<file path="src/design/efs_pkg.sv">
// Constants shared by the E1 frame sync status and indication block.
package efs_pkg;
    // Register indices; the byte address is four times the index.
    localparam logic [9:0] IDX_MODE = 10'h04e;
    localparam logic [9:0] IDX_STAT = 10'h04f;
    localparam logic [9:0] IDX_EN0 = 10'h050;
    localparam logic [9:0] IDX_EN1 = 10'h051;
    localparam logic [9:0] IDX_CHG = 10'h052;
    localparam logic [9:0] IDX_EVT = 10'h053;
    // Mode register fields.
    localparam int MODE_KEEP = 0;
    localparam int MODE_SIGCHK = 1;
    localparam int MODE_ZRUN2 = 2;
    localparam logic [2:0] MODE_RST = 3'h0;
    // Status register fields and reset value.
    localparam int ST_BASIC = 0;
    localparam int ST_OFFL = 1;
    localparam int ST_CRC = 2;
    localparam int ST_CAS = 3;
    localparam int ST_IW = 4;
    localparam logic [4:0] STAT_RST = 5'h0d;
    // Position of the excessive CRC-4 flag in the change flag register.
    localparam int CHG_EXCESS = 5;
    // Event flag positions.
    localparam int EV_SIGPOS = 7;
    localparam int EV_SUBPOS = 6;
    localparam int EV_SIGERR = 5;
    localparam int EV_CRCPOS = 4;
    localparam int EV_CRCERR = 3;
    localparam int EV_CRC4 = 2;
    localparam int EV_FBIT = 1;
    localparam int EV_MOVE = 0;
    // Expected alignment words.
    localparam logic [3:0] CAS_MFA = 4'h0;
    localparam logic [5:0] CRC_MFA = 6'h0b;
    // Loss criteria counts.
    localparam logic [1:0] CAS_ERR_LIMIT = 2'h2;
    // Excessive CRC-4 threshold and its window.
    localparam logic [9:0] EXCESS_LIMIT = 10'h393;
    localparam int WINDOW_MS = 1000;
    localparam int CLK_KHZ = 250000;
    localparam int WINDOW_CYC = WINDOW_MS * CLK_KHZ;
    // CAS multi-frame sync states.
    typedef enum logic [0:0] {
        CAS_LOCK = 1'b0,
        CAS_LOST = 1'b1
    } efs_cas_t;
endpackage : efs_pkg

</file>
<file path="src/design/efs_frame_sync_status.sv">
// E1 receive frame sync status, change and event flags, and interrupt gating.
//
// Design decision made here: the APB slave port.
`timescale 1ns/1ps

module efs_frame_sync_status
    import efs_pkg::*;
#(
    parameter int WIN_CYC = WINDOW_CYC
) (
    // Clock, reset and enable.
    input wire logic pclk,
    input wire logic presetn,
    input wire logic ce,
    // APB slave.
    input wire logic psel,
    input wire logic penable,
    input wire logic pwrite,
    input wire logic [11:0] paddr,
    input wire logic [31:0] pwdata,
    output logic [31:0] prdata,
    output logic pready,
    output logic pslverr,
    // Sync levels from the search engines.
    input wire logic basic_frame_lost_in,
    input wire logic offline_frame_lost_in,
    input wire logic crc_mf_lost_in,
    input wire logic interwork_in,
    // CAS multi-frame strobes.
    input wire logic cas_mf_found,
    input wire logic cas_mf_start,
    input wire logic [3:0] cas_mfa_bits,
    input wire logic ts16_zero_mf,
    // CRC multi-frame strobes.
    input wire logic crc_mf_start,
    input wire logic [5:0] crc_mfa_bits,
    input wire logic crc_submf_start,
    input wire logic [3:0] crc4_calc,
    input wire logic [3:0] crc4_rx,
    // Basic frame strobes.
    input wire logic frame_bit_err,
    input wire logic align_found,
    input wire logic [7:0] align_pos,
    // Outputs to the framer and the system.
    output logic crc_search_en,
    output logic cas_mf_lost_state,
    output logic irq
);

    localparam logic [27:0] WIN_LAST = 28'(WIN_CYC - 1);

    logic [2:0] mode_q;
    logic [4:0] stat_q;
    logic [4:0] stat_d;
    logic [4:0] en0_q;
    logic [7:0] en1_q;
    logic [5:0] chg_q;
    logic [7:0] evt_q;
    logic [7:0] ev;
    logic [5:0] chg_set;
    logic [1:0] cas_err_q;
    logic [1:0] zrun_q;
    logic [9:0] xcnt_q;
    logic [27:0] win_q;
    logic [7:0] pos_q;
    logic pos_vld_q;
    logic [31:0] prdata_q;
    logic pready_q;
    logic pslverr_q;
    logic crc_search_en_q;
    logic irq_q;
    efs_cas_t cas_q;
    efs_cas_t cas_d;
    logic cas_chk;
    logic mfa_err;
    logic zero_loss;
    logic excess;
    logic [9:0] idx;
    logic setup;
    logic wr;
    logic [31:0] rd_mux;
    logic rd_bad;

    assign prdata = prdata_q;
    assign pready = pready_q;
    assign pslverr = pslverr_q;
    assign crc_search_en = crc_search_en_q;
    assign cas_mf_lost_state = stat_q[ST_CAS];
    assign irq = irq_q;

    // APB decode; accesses complete one cycle after setup.
    assign idx = paddr[11:2];
    assign setup = psel && !penable;
    assign wr = psel && penable && pready_q && pwrite && !pslverr_q;

    always_comb begin
        rd_mux = 32'h0;
        rd_bad = 1'b0;
        unique case (idx)
            IDX_MODE: rd_mux[2:0] = mode_q;
            IDX_STAT: rd_mux[4:0] = stat_q;
            IDX_EN0: rd_mux[4:0] = en0_q;
            IDX_EN1: rd_mux[7:0] = en1_q;
            IDX_CHG: rd_mux[5:0] = chg_q;
            IDX_EVT: rd_mux[7:0] = evt_q;
            default: rd_bad = 1'b1;
        endcase
        if (paddr[1:0] != 2'h0) begin
            rd_bad = 1'b1;
        end
    end

    always_ff @(posedge pclk or negedge presetn) begin
        if (!presetn) begin
            prdata_q <= 32'h0;
            pready_q <= 1'b0;
            pslverr_q <= 1'b0;
        end else if (ce) begin
            if (setup) begin
                pready_q <= 1'b1;
                pslverr_q <= rd_bad;
                prdata_q <= (pwrite || rd_bad) ? 32'h0 : rd_mux;
            end else begin
                pready_q <= 1'b0;
                pslverr_q <= 1'b0;
            end
        end
    end

    // Software controls.
    always_ff @(posedge pclk or negedge presetn) begin
        if (!presetn) begin
            mode_q <= MODE_RST;
            en0_q <= 5'h0;
            en1_q <= 8'h0;
        end else if (ce && wr) begin
            if (idx == IDX_MODE) begin
                mode_q <= pwdata[2:0];
            end
            if (idx == IDX_EN0) begin
                en0_q <= pwdata[4:0];
            end
            if (idx == IDX_EN1) begin
                en1_q <= pwdata[7:0];
            end
        end
    end

    // CAS multi-frame loss criteria.
    assign cas_chk = (cas_q == CAS_LOCK) && cas_mf_start;
    assign mfa_err = cas_mfa_bits != CAS_MFA;
    assign zero_loss = mode_q[MODE_SIGCHK] && ts16_zero_mf
        && (!mode_q[MODE_ZRUN2] || zrun_q != 2'h0);

    always_comb begin
        cas_d = cas_q;
        unique case (cas_q)
            CAS_LOCK: begin
                if (basic_frame_lost_in) begin
                    cas_d = CAS_LOST;
                end else if (cas_chk && mfa_err
                    && cas_err_q == CAS_ERR_LIMIT - 2'h1) begin
                    cas_d = CAS_LOST;
                end else if (cas_chk && zero_loss) begin
                    cas_d = CAS_LOST;
                end
            end
            CAS_LOST: begin
                if (cas_mf_found && !basic_frame_lost_in) begin
                    cas_d = CAS_LOCK;
                end
            end
        endcase
    end

    always_ff @(posedge pclk or negedge presetn) begin
        if (!presetn) begin
            cas_q <= CAS_LOST;
            cas_err_q <= 2'h0;
            zrun_q <= 2'h0;
        end else if (ce) begin
            cas_q <= cas_d;
            if (cas_d == CAS_LOST) begin
                cas_err_q <= 2'h0;
                zrun_q <= 2'h0;
            end else if (cas_chk) begin
                cas_err_q <= mfa_err ? cas_err_q + 2'h1 : 2'h0;
                zrun_q <= ts16_zero_mf ? 2'h1 : 2'h0;
            end
        end
    end

    // Status register.
    assign stat_d[ST_IW] = interwork_in;
    assign stat_d[ST_CAS] = cas_d == CAS_LOST;
    assign stat_d[ST_CRC] = crc_mf_lost_in;
    assign stat_d[ST_OFFL] = offline_frame_lost_in;
    assign stat_d[ST_BASIC] = basic_frame_lost_in;

    always_ff @(posedge pclk or negedge presetn) begin
        if (!presetn) begin
            stat_q <= STAT_RST;
        end else if (ce) begin
            stat_q <= stat_d;
        end
    end

    // Search control back to the CRC engine.
    always_ff @(posedge pclk or negedge presetn) begin
        if (!presetn) begin
            crc_search_en_q <= 1'b1;
        end else if (ce) begin
            crc_search_en_q <= !(interwork_in && !mode_q[MODE_KEEP]);
        end
    end

    // Excessive CRC-4 counting over fixed windows.
    always_ff @(posedge pclk or negedge presetn) begin
        if (!presetn) begin
            xcnt_q <= 10'h0;
            win_q <= 28'h0;
        end else if (ce) begin
            if (stat_q[ST_CRC]) begin
                xcnt_q <= 10'h0;
                win_q <= 28'h0;
            end else if (win_q == WIN_LAST) begin
                xcnt_q <= 10'h0;
                win_q <= 28'h0;
            end else begin
                win_q <= win_q + 28'h1;
                if (ev[EV_CRC4] && xcnt_q != EXCESS_LIMIT) begin
                    xcnt_q <= xcnt_q + 10'h1;
                end
            end
        end
    end

    assign excess = !stat_q[ST_CRC] && win_q != WIN_LAST && ev[EV_CRC4]
        && xcnt_q == EXCESS_LIMIT - 10'h1;

    // Alignment position memory.
    always_ff @(posedge pclk or negedge presetn) begin
        if (!presetn) begin
            pos_q <= 8'h0;
            pos_vld_q <= 1'b0;
        end else if (ce && align_found) begin
            pos_q <= align_pos;
            pos_vld_q <= 1'b1;
        end
    end

    // Event strobes, each except the alignment move gated by the sync it depends on.
    assign ev[EV_SIGPOS] = cas_mf_start && !stat_q[ST_CAS];
    assign ev[EV_SUBPOS] = crc_submf_start && !stat_q[ST_CRC];
    assign ev[EV_SIGERR] = cas_mf_start && !stat_q[ST_CAS] && mfa_err;
    assign ev[EV_CRCPOS] = crc_mf_start && !stat_q[ST_CRC];
    assign ev[EV_CRCERR] = crc_mf_start && !stat_q[ST_CRC]
        && crc_mfa_bits != CRC_MFA;
    assign ev[EV_CRC4] = crc_submf_start && !stat_q[ST_CRC]
        && crc4_calc != crc4_rx;
    assign ev[EV_FBIT] = frame_bit_err && !stat_q[ST_BASIC];
    assign ev[EV_MOVE] = align_found && pos_vld_q && align_pos != pos_q;

    assign chg_set = {excess, stat_d ^ stat_q};

    // Sticky flags; a new event wins over a clearing write.
    always_ff @(posedge pclk or negedge presetn) begin
        if (!presetn) begin
            chg_q <= 6'h0;
            evt_q <= 8'h0;
        end else if (ce) begin
            chg_q <= (chg_q & ~((wr && idx == IDX_CHG) ? pwdata[5:0] : 6'h0))
                | chg_set;
            evt_q <= (evt_q & ~((wr && idx == IDX_EVT) ? pwdata[7:0] : 8'h0))
                | ev;
        end
    end

    // Interrupt output.
    always_ff @(posedge pclk or negedge presetn) begin
        if (!presetn) begin
            irq_q <= 1'b0;
        end else if (ce) begin
            irq_q <= |(chg_q[4:0] & en0_q) || |(evt_q & en1_q);
        end
    end

    property p_cas_two_err;
        @(posedge pclk) disable iff (!presetn)
        (ce && cas_q == CAS_LOCK && cas_mf_start && mfa_err && cas_err_q == 2'h1)
            |=> stat_q[ST_CAS];
    endproperty
    a_cas_two_err: assert property (p_cas_two_err)
        else $error("CAS loss not declared after two errors");

    property p_cas_one_err;
        @(posedge pclk) disable iff (!presetn)
        (ce && cas_q == CAS_LOCK && cas_mf_start && cas_err_q == 2'h0
            && !ts16_zero_mf && !basic_frame_lost_in && !cas_mf_found)
            |=> !stat_q[ST_CAS];
    endproperty
    a_cas_one_err: assert property (p_cas_one_err)
        else $error("CAS loss declared too early");

    property p_zero_one;
        @(posedge pclk) disable iff (!presetn)
        (ce && cas_chk && ts16_zero_mf && mode_q[MODE_SIGCHK]
            && !mode_q[MODE_ZRUN2]) |=> stat_q[ST_CAS];
    endproperty
    a_zero_one: assert property (p_zero_one)
        else $error("TS16 zero run did not declare CAS loss");

    property p_search;
        @(posedge pclk) disable iff (!presetn)
        (ce && interwork_in) |=> (crc_search_en_q == $past(mode_q[MODE_KEEP]));
    endproperty
    a_search: assert property (p_search)
        else $error("CRC search enable wrong in interworking");

    property p_change;
        @(posedge pclk) disable iff (!presetn)
        (ce && $changed(stat_q[ST_BASIC])) |-> chg_q[ST_BASIC];
    endproperty
    a_change: assert property (p_change)
        else $error("Status edge did not set change flag");

    property p_hold;
        @(posedge pclk) disable iff (!presetn)
        (ce && evt_q[EV_FBIT] && !(wr && idx == IDX_EVT && pwdata[EV_FBIT]))
            |=> evt_q[EV_FBIT];
    endproperty
    a_hold: assert property (p_hold)
        else $error("Flag lost without a clearing write");

    property p_excess;
        @(posedge pclk) disable iff (!presetn)
        (ce && !stat_q[ST_CRC] && ev[EV_CRC4] && xcnt_q == 10'h392
            && win_q != WIN_LAST) |=> chg_q[CHG_EXCESS];
    endproperty
    a_excess: assert property (p_excess)
        else $error("Excess flag missing at 915 errors");

    property p_suspend;
        @(posedge pclk) disable iff (!presetn)
        (ce && stat_q[ST_CRC]) |=> xcnt_q == 10'h0;
    endproperty
    a_suspend: assert property (p_suspend)
        else $error("Excess counting while out of CRC sync");

    property p_irq;
        @(posedge pclk) disable iff (!presetn)
        (ce && (|(chg_q[4:0] & en0_q) || |(evt_q & en1_q))) |=> irq_q;
    endproperty
    a_irq: assert property (p_irq)
        else $error("Interrupt missing while an enabled flag is set");

    property p_irq_off;
        @(posedge pclk) disable iff (!presetn)
        (ce && !(|(chg_q[4:0] & en0_q)) && !(|(evt_q & en1_q))) |=> !irq_q;
    endproperty
    a_irq_off: assert property (p_irq_off)
        else $error("Interrupt high with no enabled flag set");

    property p_sigpos;
        @(posedge pclk) disable iff (!presetn)
        (ce && stat_q[ST_CAS] && !evt_q[EV_SIGPOS]) |=> !evt_q[EV_SIGPOS];
    endproperty
    a_sigpos: assert property (p_sigpos)
        else $error("Signaling position set while out of sync");

    property p_crcerr;
        @(posedge pclk) disable iff (!presetn)
        (ce && !stat_q[ST_CRC] && crc_mf_start && crc_mfa_bits != CRC_MFA)
            |=> evt_q[EV_CRCERR];
    endproperty
    a_crcerr: assert property (p_crcerr)
        else $error("CRC alignment error not flagged");

    property p_cv_cas_loss;
        @(posedge pclk) disable iff (!presetn)
        !stat_q[ST_CAS] ##1 stat_q[ST_CAS];
    endproperty
    c_cas_loss: cover property (p_cv_cas_loss);

    property p_cv_irq;
        @(posedge pclk) disable iff (!presetn)
        !irq_q ##1 irq_q ##[1:20] !irq_q;
    endproperty
    c_irq: cover property (p_cv_irq);

    property p_cv_excess;
        @(posedge pclk) disable iff (!presetn)
        !chg_q[CHG_EXCESS] ##1 chg_q[CHG_EXCESS];
    endproperty
    c_excess: cover property (p_cv_excess);

endmodule : efs_frame_sync_status

</file>
<file path="config.mk">
export PLATFORM = sky130hd
export DESIGN_NAME = efs_frame_sync_status
export DESIGN_NICKNAME = d
export VERILOG_FILES = /design/src/design/efs_pkg.sv /design/src/design/efs_frame_sync_status.sv
export SDC_FILE = /design/constraint.sdc
export NUM_CORES = 1
export LEC_CHECK = 0
export ABC_AREA = 0
export BUFFER_PORTS_ARGS = -buffer_cell sky130_fd_sc_hd__buf_2
export CAP_MARGIN = 10
export CELL_PAD_IN_SITES_DETAIL_PLACEMENT = 0
export CELL_PAD_IN_SITES_GLOBAL_PLACEMENT = 1
export CORE_MARGIN = 10
export CORE_UTILIZATION = 25
export CTS_BUF_LIST = sky130_fd_sc_hd__clkbuf_4 sky130_fd_sc_hd__clkbuf_8 sky130_fd_sc_hd__clkbuf_16
export DETAILED_ROUTE_END_ITERATION = 10
export GPL_TIMING_DRIVEN = 0
export PLACE_DENSITY_LB_ADDON = 0.08
export SLEW_MARGIN = 20
export SYNTH_ARGS = -nofsm -noshare
export SYNTH_HDL_FRONTEND = slang
export SYNTH_SLANG_ARGS = --single-unit
</file>
<file path="constraint.sdc">
create_clock -name pclk -period 5.45 [get_ports pclk]
set_input_delay 0.8175 -clock pclk [delete_from_list [all_inputs] [get_ports pclk]]
set_output_delay 0.8175 -clock pclk [all_outputs]
set_load 0.01 [all_outputs]
</file>
## Word-level counts from Yosys, hierarchy flattened

Index checks and enable logic that the tools add are counted.

| word-level totals | value |
|---|---|
| flip-flop bits (word level) | 123 |
| input bits | 87 |
| output and inout port bits | 37 |
| logic and storage cells | 128 |

| operators by class | value |
|---|---|
| $add $sub $neg | 3 |
| eq/ne operators | 14 |
| muxes and demuxes | 27 |
| bitwise operators | 10 |
| reduce and logical (&&, ||, !) cells | 56 |

Operators with widths:

| operator | count |
|---|---|
| $eq 10x7->1 const B | 6 |
| $mux 28 | 2 |
| $logic_and 1x1->1 | 30 |
| $mux 10 | 3 |
| $add 28x1->28 const B | 1 |
| $eq 28x28->1 const B | 1 |
| $ne 28x28->1 const B | 1 |
| $pmux 3 s6 | 1 |
| $and 8x8->8 | 2 |
| $mux 8 | 2 |
| $reduce_and 2->1 | 6 |
| $add 10x1->10 const B | 1 |
| $eq 10x10->1 const B | 1 |
| $mux 2 | 5 |
| $ne 10x10->1 const B | 1 |
| $pmux 2 s5 | 1 |
| $logic_not 1->1 | 9 |
| $mux 1 | 9 |
| $ne 8x8->1 | 1 |
| $not 8->8 | 1 |
| $or 8x8->8 | 1 |
| $reduce_or 8->1 | 1 |
| $and 6x6->6 | 1 |
| $mux 6 | 1 |
| 18 further kinds | 22 |

## Longest topological paths before layout

Gate-level depths: netlist (run 1).

| logic depth | value |
|---|---|
| depth in word-level cells | 10 |
| depth in mapped cells | 7 |
| mapped depth without buffers | 6 |

## Least setup slack after synthesis (run 1)

No wires, ideal clock.

| path | value |
|---|---|
| path type | in2reg |
| start point | in paddr[2] |
| end point | reg en1_q[0] |
| library setup time | 125 ps |
| arrival | 2269 ps |
| required time | 5325 ps |
| slack | 3056 ps |
| stages on the path | 5 |
| buffers on the path | 2 |
| cell sequence | clkbuf_1 -> inv_1 -> or4_1 -> buf_2 -> mux2_2 |

| between the ends | value |
|---|---|
| word-level cells in the longest chain between the ends | 2 |

Ends and longest elaborated chain:

| element | line | RTL |
|---|---|---|
| start: declaration | efs_frame_sync_status.sv:19 | `input wire logic [11:0] paddr,` |
| $eq 10x7->1 | efs_frame_sync_status.sv:143 | `if (idx == IDX_EN1) begin` |
| $reduce_and 2->1 (no line) | - |  |
| end signal: assignment | efs_frame_sync_status.sv:144 | `en1_q <= pwdata[7:0];` |
| end: declaration | efs_frame_sync_status.sv:56 | `logic [7:0] en1_q;` |

No other way between the ends.
A chain may end at the register's enable or synchronous reset.

## Worst setup path after layout (run 1)

| path | value |
|---|---|
| start point | in paddr[9] |
| end point | reg evt_q[6] |

| between the ends | value |
|---|---|
| word-level cells in the longest chain between the ends | 6 |

Ends and longest elaborated chain:

| element | line | RTL |
|---|---|---|
| $eq 10x7->1 | efs_frame_sync_status.sv:274 | `evt_q <= (evt_q & ~((wr && idx == IDX_EVT) ? pwdata[7:0] : 8'h0))` |
| $logic_and 1x1->1 | efs_frame_sync_status.sv:274 |  |
| $mux 8 | efs_frame_sync_status.sv:274 |  |
| $not 8->8 | efs_frame_sync_status.sv:274 |  |
| $and 8x8->8 | efs_frame_sync_status.sv:274 |  |
| $or 8x8->8 | efs_frame_sync_status.sv:275 | `\| ev;` |
| end signal: assignment | efs_frame_sync_status.sv:274 |  |
| end: declaration | efs_frame_sync_status.sv:58 | `logic [7:0] evt_q;` |

No other way between the ends.

==> metrics.md, run 1 <==
| Metric | Value |
|---|---|
| Worst setup EP type | `flop` |
| Final setup violating endpoints | `0` |
| Skew-Pair Late Insertion Delay | `0.35 ns` |
| CTS Hold Buffers Added | `0` |
| Leading post-synthesis cells by cell area | `dfrtp_1 (44%), mux2_2 (5.8%), nand2_1 (3.9%)` |
| Status | `completed` |
| Die H | `165 µm` |
| Post-synth EDFFs | `0` |
| Most frequent cells after synthesis | `dfrtp_1 (93), nand2_1 (55), nor2_1 (37)` |
| Netlist cell types | `63` |
| Die footprint | `27,100 µm²` |
| Post-layout net count | `702` |
| Vias per inst | `4.61` |
| CTS tree | `done` |
| Largest net degree at the start of global routing | `53` |
| CP max FO | `8` |
| Fillers | `2,173` |
| Crit start category | `input port` |
| Non-filler instance count after layout | `886` |
| Primary FF master, synth | `dfrtp_1` |
| Flops & latches, synth | `97` |
| Power Dens Cells | `269 nW/µm²` |
| Vias in the first global route | `4,321` |
| Grt ovf | `0` |
| Max Cap Viol | `0` |
| Synth warn | `0` |
| Average size of a mapped cell | `10.4 µm²` |
| Worst slew pin tran | `1.01 ns` |
| Syn Inst Count | `502` |
| DR DRC count | `0` |
| Routed len/inst | `~17 µm` |
| Core area | `20,400 µm²` |
| IR drop worst, VDD | `~160 µV` |
| Antenna Nets Post-Route | `0` |
| Most frequent cell after synthesis | `dfrtp_1` |
| Minimum hold slack | `~0.40 ns` |
| Clock sink total | `97` |
| Synth area leader | `dfrtp_1` |
| Synth top area share | `0.445` |
| GP Congestion | `around 0.76` |
| RSZ-0062 raised after global routing | `false` |
| Pre-antenna DRT Iters | `4` |
| Routed Wire Length | `15,200 µm` |
| Slew Viols, Final | `0` |
| Final Hold Vio Count | `0` |
| Slew headroom | `0.322` |
| Final Skew | `0.00670 ns` |
| Die Width | `165 µm` |
| Reg clk slew, reported paths | `0.07 ns` |
| Required time of the worst setup path | `5.69 ns` |
| Max H-tree Level | `3` |
| CTS Root Cell | `clkbuf_16` |
| Port bufs | `74` |
| 1st-iter DRT viols | `219` |
| Kind of critical path | `in2reg` |
| Leakage | `~2.8 nW` |
| Number of setup buffers added after CTS | `0` |
| Initial cell density of the core | `0.256` |
| Setup TNS | `0 ns` |
| Clock Path Buffers | `2` |
| Area delta synth->final | `22.7%` |
| Post-Syn Area | `5230 µm²` |
| FP Rows | `52` |
| Asr flop ratio synth | `1.00` |
| Gr usage total | `0.114` |
| First-pass GRT wire length | `24,100 µm` |
| Fmax achieved | `386 MHz` |
| Final HPWL DP | `11,700 µm` |
| Via count | `between 4,000 and 5,000` |
| Initial antenna violation count | `0` |
| Crit path DAT | `2.83 ns` |
| Period utilisation layout | `0.476` |
| ANT cells | `0` |
| Post-cts resize count | `0` |
| CTS Buf Count | `9` |
| Placed cell count | `870` |
| IO Pins | `124` |
| Sequential share of the synthesized area | `0.465` |
| Min Tclk post-route | `2.59 ns` |
| Hold/Removal Path Class | `in2async` |
| Share of layout cells above drive strength 1 | `0.284` |
==> flip-flops by register name, summed over array words and instances (netlist names), 2 cells and up <==
name / flops
pos_q: 8
evt_q: 8
chg_q: 6
stat_q: 5
en0_q: 5
en1_q: 8
win_q: 28
prdata: 8
mode_q: 3
xcnt_q: 10
cas_err_q: 2
==> cell type report <==
cell class | count | area, µm² | area share
Buffer | 41 | 270 | 0.0421
Clock buffer | 11 | 253 | 0.0394
Clock inverter | 5 | 108 | 0.0168
Inverter | 12 | 45.0 | 0.00702
Multi-Input combinational cell | 375 | 2570 | 0.400
Sequential cell | 97 | 2430 | 0.379
Tap cell | 270 | 338 | 0.0526
Timing Repair Buffer | 75 | 404 | 0.0630
==> final timing paths <==
kind | slack, ns | startpoint | cells after the start | endpoint
setup reg to reg | 3.07 | win_q[0] | 7 | xcnt_q[6]
hold / removal | 0.40 | presetn | 1 | stat_q[4]
max in group asynchronous | 4.39 | presetn | 2 | stat_q[3]
hold reg to reg | 0.47 | pos_vld_q | 1 | pos_vld_q
min in group pclk | 0.47 | pos_vld_q | 1 | pos_vld_q
setup / recovery | 2.86 | paddr[9] | 6 | evt_q[6]
==> worst max-delay path, stage by stage <==
cell	delay, ns
buf_2	0.10
nor4b_2	0.32
nand4b_1	0.35
nor4_2	0.86
nand2_1	0.14
a21bo_2	0.24
==> per-stage QoR <==
step	power, mW	setup slack (ns)	utilization	area (µm²)
floorplan	0.886	3.06	-	5320
global placement	0.967	2.32	0.295	6030
detailed placement	0.973	2.44	0.297	6060
CTS	1.76	2.81	0.314	6420
global route	1.82	2.65	0.314	6420
finish	1.73	2.86	0.314	6420
==> report_power, final <==
part	switching [mW]	internal (mW)	total [mW]	leakage [nW]
Clock	0.290	0.478	0.768	0.177
Sequential	0.0264	0.748	0.774	1.24
Combinational	0.103	0.0799	0.183	1.41
Total	0.420	1.31	1.73	2.82
==> placed cells by master, fill, tap and decap left out, drive strengths merged, types with 4 or more instances in the layout <==
cell | Yosys | final
nand2 | 55 | 55
and4 | 6 | 6
buf | 34 | 109
a21oi | 10 | 10
nand4 | 13 | 13
or4 | 4 | 4
nand2b | 5 | 5
a21o | 4 | 4
nor3 | 6 | 6
a22oi | 5 | 5
nor2 | 37 | 37
inv | 11 | 13
o21ai | 23 | 23
clkbuf | 7 | 18
a22o | 8 | 8
dfstp | 4 | 4
nor4b | 4 | 4
xnor2 | 16 | 16
mux2 | 27 | 27
o2bb2ai | 8 | 8
dfrtp | 93 | 93
nor4 | 15 | 15
nand3 | 20 | 20
xor2 | 23 | 23
or3 | 4 | 4
ha | 4 | 4
and3 | 6 | 6
conb | 1 | 24
mux4 | 5 | 5
==> cells by family after synthesis <==
logic type	synth area share
AOI/OAI and AO/OA	0.116
xor gates and xnor gates	0.0653
adders and majority gates	0.00957
buffers and inverters	0.0603
DFF	0.465
muxes	0.0854
other	0.000717
and+or+nand+nor	0.198
==> layer usage <==
metal | part of all wire | global-route usage | vias to the layer above
met3 | 0.069 | 0.0311 | 9
met2 | 0.44 | 0.175 | 91
li1 | - | - | 1998
met5 | 0 | 0 | -
met1 | 0.47 | 0.154 | 1989
met4 | 0.011 | 0.0302 | 0
No activity file was read; power rests on OpenSTA's default activity.
==> run 2, diff against run 1 <==
Clock period 5.45 ns to 2.1 ns, I/O delays scaled along.
==> metrics.md, run 2 (synthesis gave the netlist of run 1 again) <==
| Metric | Value |
|---|---|
| IO Pins | `124` |
| Met3 WL | `983 µm` |
| Top Metal Used | `met4` |
| CTS Root Cell | `clkbuf_16` |
| Max H-tree Level | `3` |
| Worst min-delay path startpoint | `interwork_in` |
| M1 wire length | `7930 µm` |
| Area delta synth->final | `27.8%` |
| CTS tree | `done` |
| Final Hold Vio Count | `0` |
| Minimum hold slack | `0.137 ns` |
| Status | `completed` |
| CP max FO | `4` |
| Worst hold stages | `2` |
| Slew Viols, Final | `0` |
| Worst slew pin tran | `0.695 ns` |
| Routed Wire Length | `15,800 µm` |
| DR DRC count | `0` |
| RR Startpoint | `win_q[1]` |
| Worst setup startpoint | `win_q[1]` |
| Pre-antenna DRT Iters | `4` |
| Kind of critical path | `reg2reg` |
| Skew-Pair Late Insertion Delay | `~0.35 ns` |
| Power Dens Cells | `about 640 nW/µm²` |
| Via count | `4,253` |
| Initial cell density of the core | `0.256` |
| Required time of the worst setup path | `about 2.3 ns` |
| Post-layout net count | `723` |
| Worst reg-to-reg path cell count | `6` |
| Largest net degree at the start of global routing | `52` |
| Period utilisation layout | `0.976` |
| Share of layout cells above drive strength 1 | `0.338` |
| RSZ-0062 raised after global routing | `true` |
| Core area | `20,400 µm²` |
| Die footprint | `27,100 µm²` |
| Initial antenna violation count | `1` |
| DR WL met2 | `6770 µm` |
| 1st-iter DRT viols | `245` |
| Die H | `between 150 and 200 µm` |
| Routed len/inst | `17.4 µm` |
| Hold/Removal Path Class | `in2reg` |
| IR drop worst, VDD | `381 µV` |
| Leakage | `2.95 nW` |
| FP Rows | `52` |
| Dpl cell area | `6060 µm²` |
| Antenna Nets Post-Route | `0` |
| Clock Path Buffers | `2` |
| Top reg by flops | `win_q` |
| Commonest non-fill, non-tap cell in the layout | `dfrtp_1` |
| Worst setup EP type | `flop` |
| Crit path DAT | `2.28 ns` |
| Biggest regs | `win_q: 28 flops, xcnt_q: 10 flops` |
| Clock sink total | `97` |
| CTS Buf Count | `9` |
| Gr usage total | `0.114` |
| GP Congestion | `0.750` |
| Die Width | `165 µm` |
| Design Power | `4.25 mW` |
| Fin area | `6690 µm²` |
| Vias in the first global route | `4,295` |
| Max reg flops | `28` |
| Slew headroom | `0.537` |
| Grt ovf | `0` |
| Final setup violating endpoints | `0` |
| First-pass GRT wire length | `24,300 µm` |
| Most frequent cells in the layout | `dfrtp_1 (89), buf_2 (78), nand2_1 (54)` |
| Final HPWL DP | `11,700 µm` |
| Min Tclk post-route | `around 2 ns` |
| Final Skew | `0.0146 ns` |
| Vias per inst | `4.68` |
| Reg clk slew, reported paths | `approximately 0.070 ns` |
| Max Cap Viol | `0` |
| Port bufs | `74` |
| Fmax achieved | `488 MHz` |
| Crit start category | `flop` |
[run 2: repair_timing]
action	in CTS	in global routing
hold endpoints to repair	44	0
pin swaps	10	7
resized for setup	17	17
setup buffers	7	11
gates cloned	1	1
hold buffers	1	0
endpoints found under the setup margin	47	56
[run 2: area by class of cell]
type / count / area [µm²]
inverters: 12 / 45.0
fillers: 2133 / 13700
plain buffers: 41 / 283
multi-input cells: 375 / 2700
diodes: 1 / 2.50
repair buffers: 96 / 587
flip-flops and latches: 97 / 2440
clock buffers: 10 / 233
well taps: 270 / 338
clock inverters: 6 / 67.6
[run 2: power breakdown]
part | internal [mW] | switching (mW) | total (mW)
Clock | 0.943 | 0.770 | 1.71
Combinational | 0.242 | 0.283 | 0.525
Sequential | 1.94 | 0.0739 | 2.02
[run 2: worst paths after layout]
check,endpoint,slack [ns]
max,xcnt_q[9],0.05
min,crc_search_en,0.14
max reg2reg,xcnt_q[9],0.05
min reg2reg,pos_vld_q,0.47
max in group asynchronous,stat_q[3],0.94
min in group asynchronous,stat_q[4],0.47
[run 2: critical path, cell delays in order, from the launching register on]
cell	delay, ns
dfrtp_1	0.42
ha_4	0.17
nand3_2	0.10
or4_4	0.48
o41ai_4	0.34
a21oi_2	0.10
a211o_1	0.31
[run 2: metal layers]
layer	global-route usage	vias up
li1	-	2037
met1	0.159	2089
met2	0.172	115
met3	0.0301	12
met4	0.0254	0
met5	0	-
[run 2: per-stage QoR]
stage	instances	utilization	TNS, ns	worst slack, ns
2_1_floorplan	525	-	0	0.0614
3_3_place_gp	869	0.295	-58.70	-0.527
3_5_place_dp	870	0.297	-10.37	-0.359
4_1_cts	895	0.319	-1.56	-0.0969
5_1_grt	907	0.327	-0.0836	-0.0455
6_report	908	0.327	0	0.0501
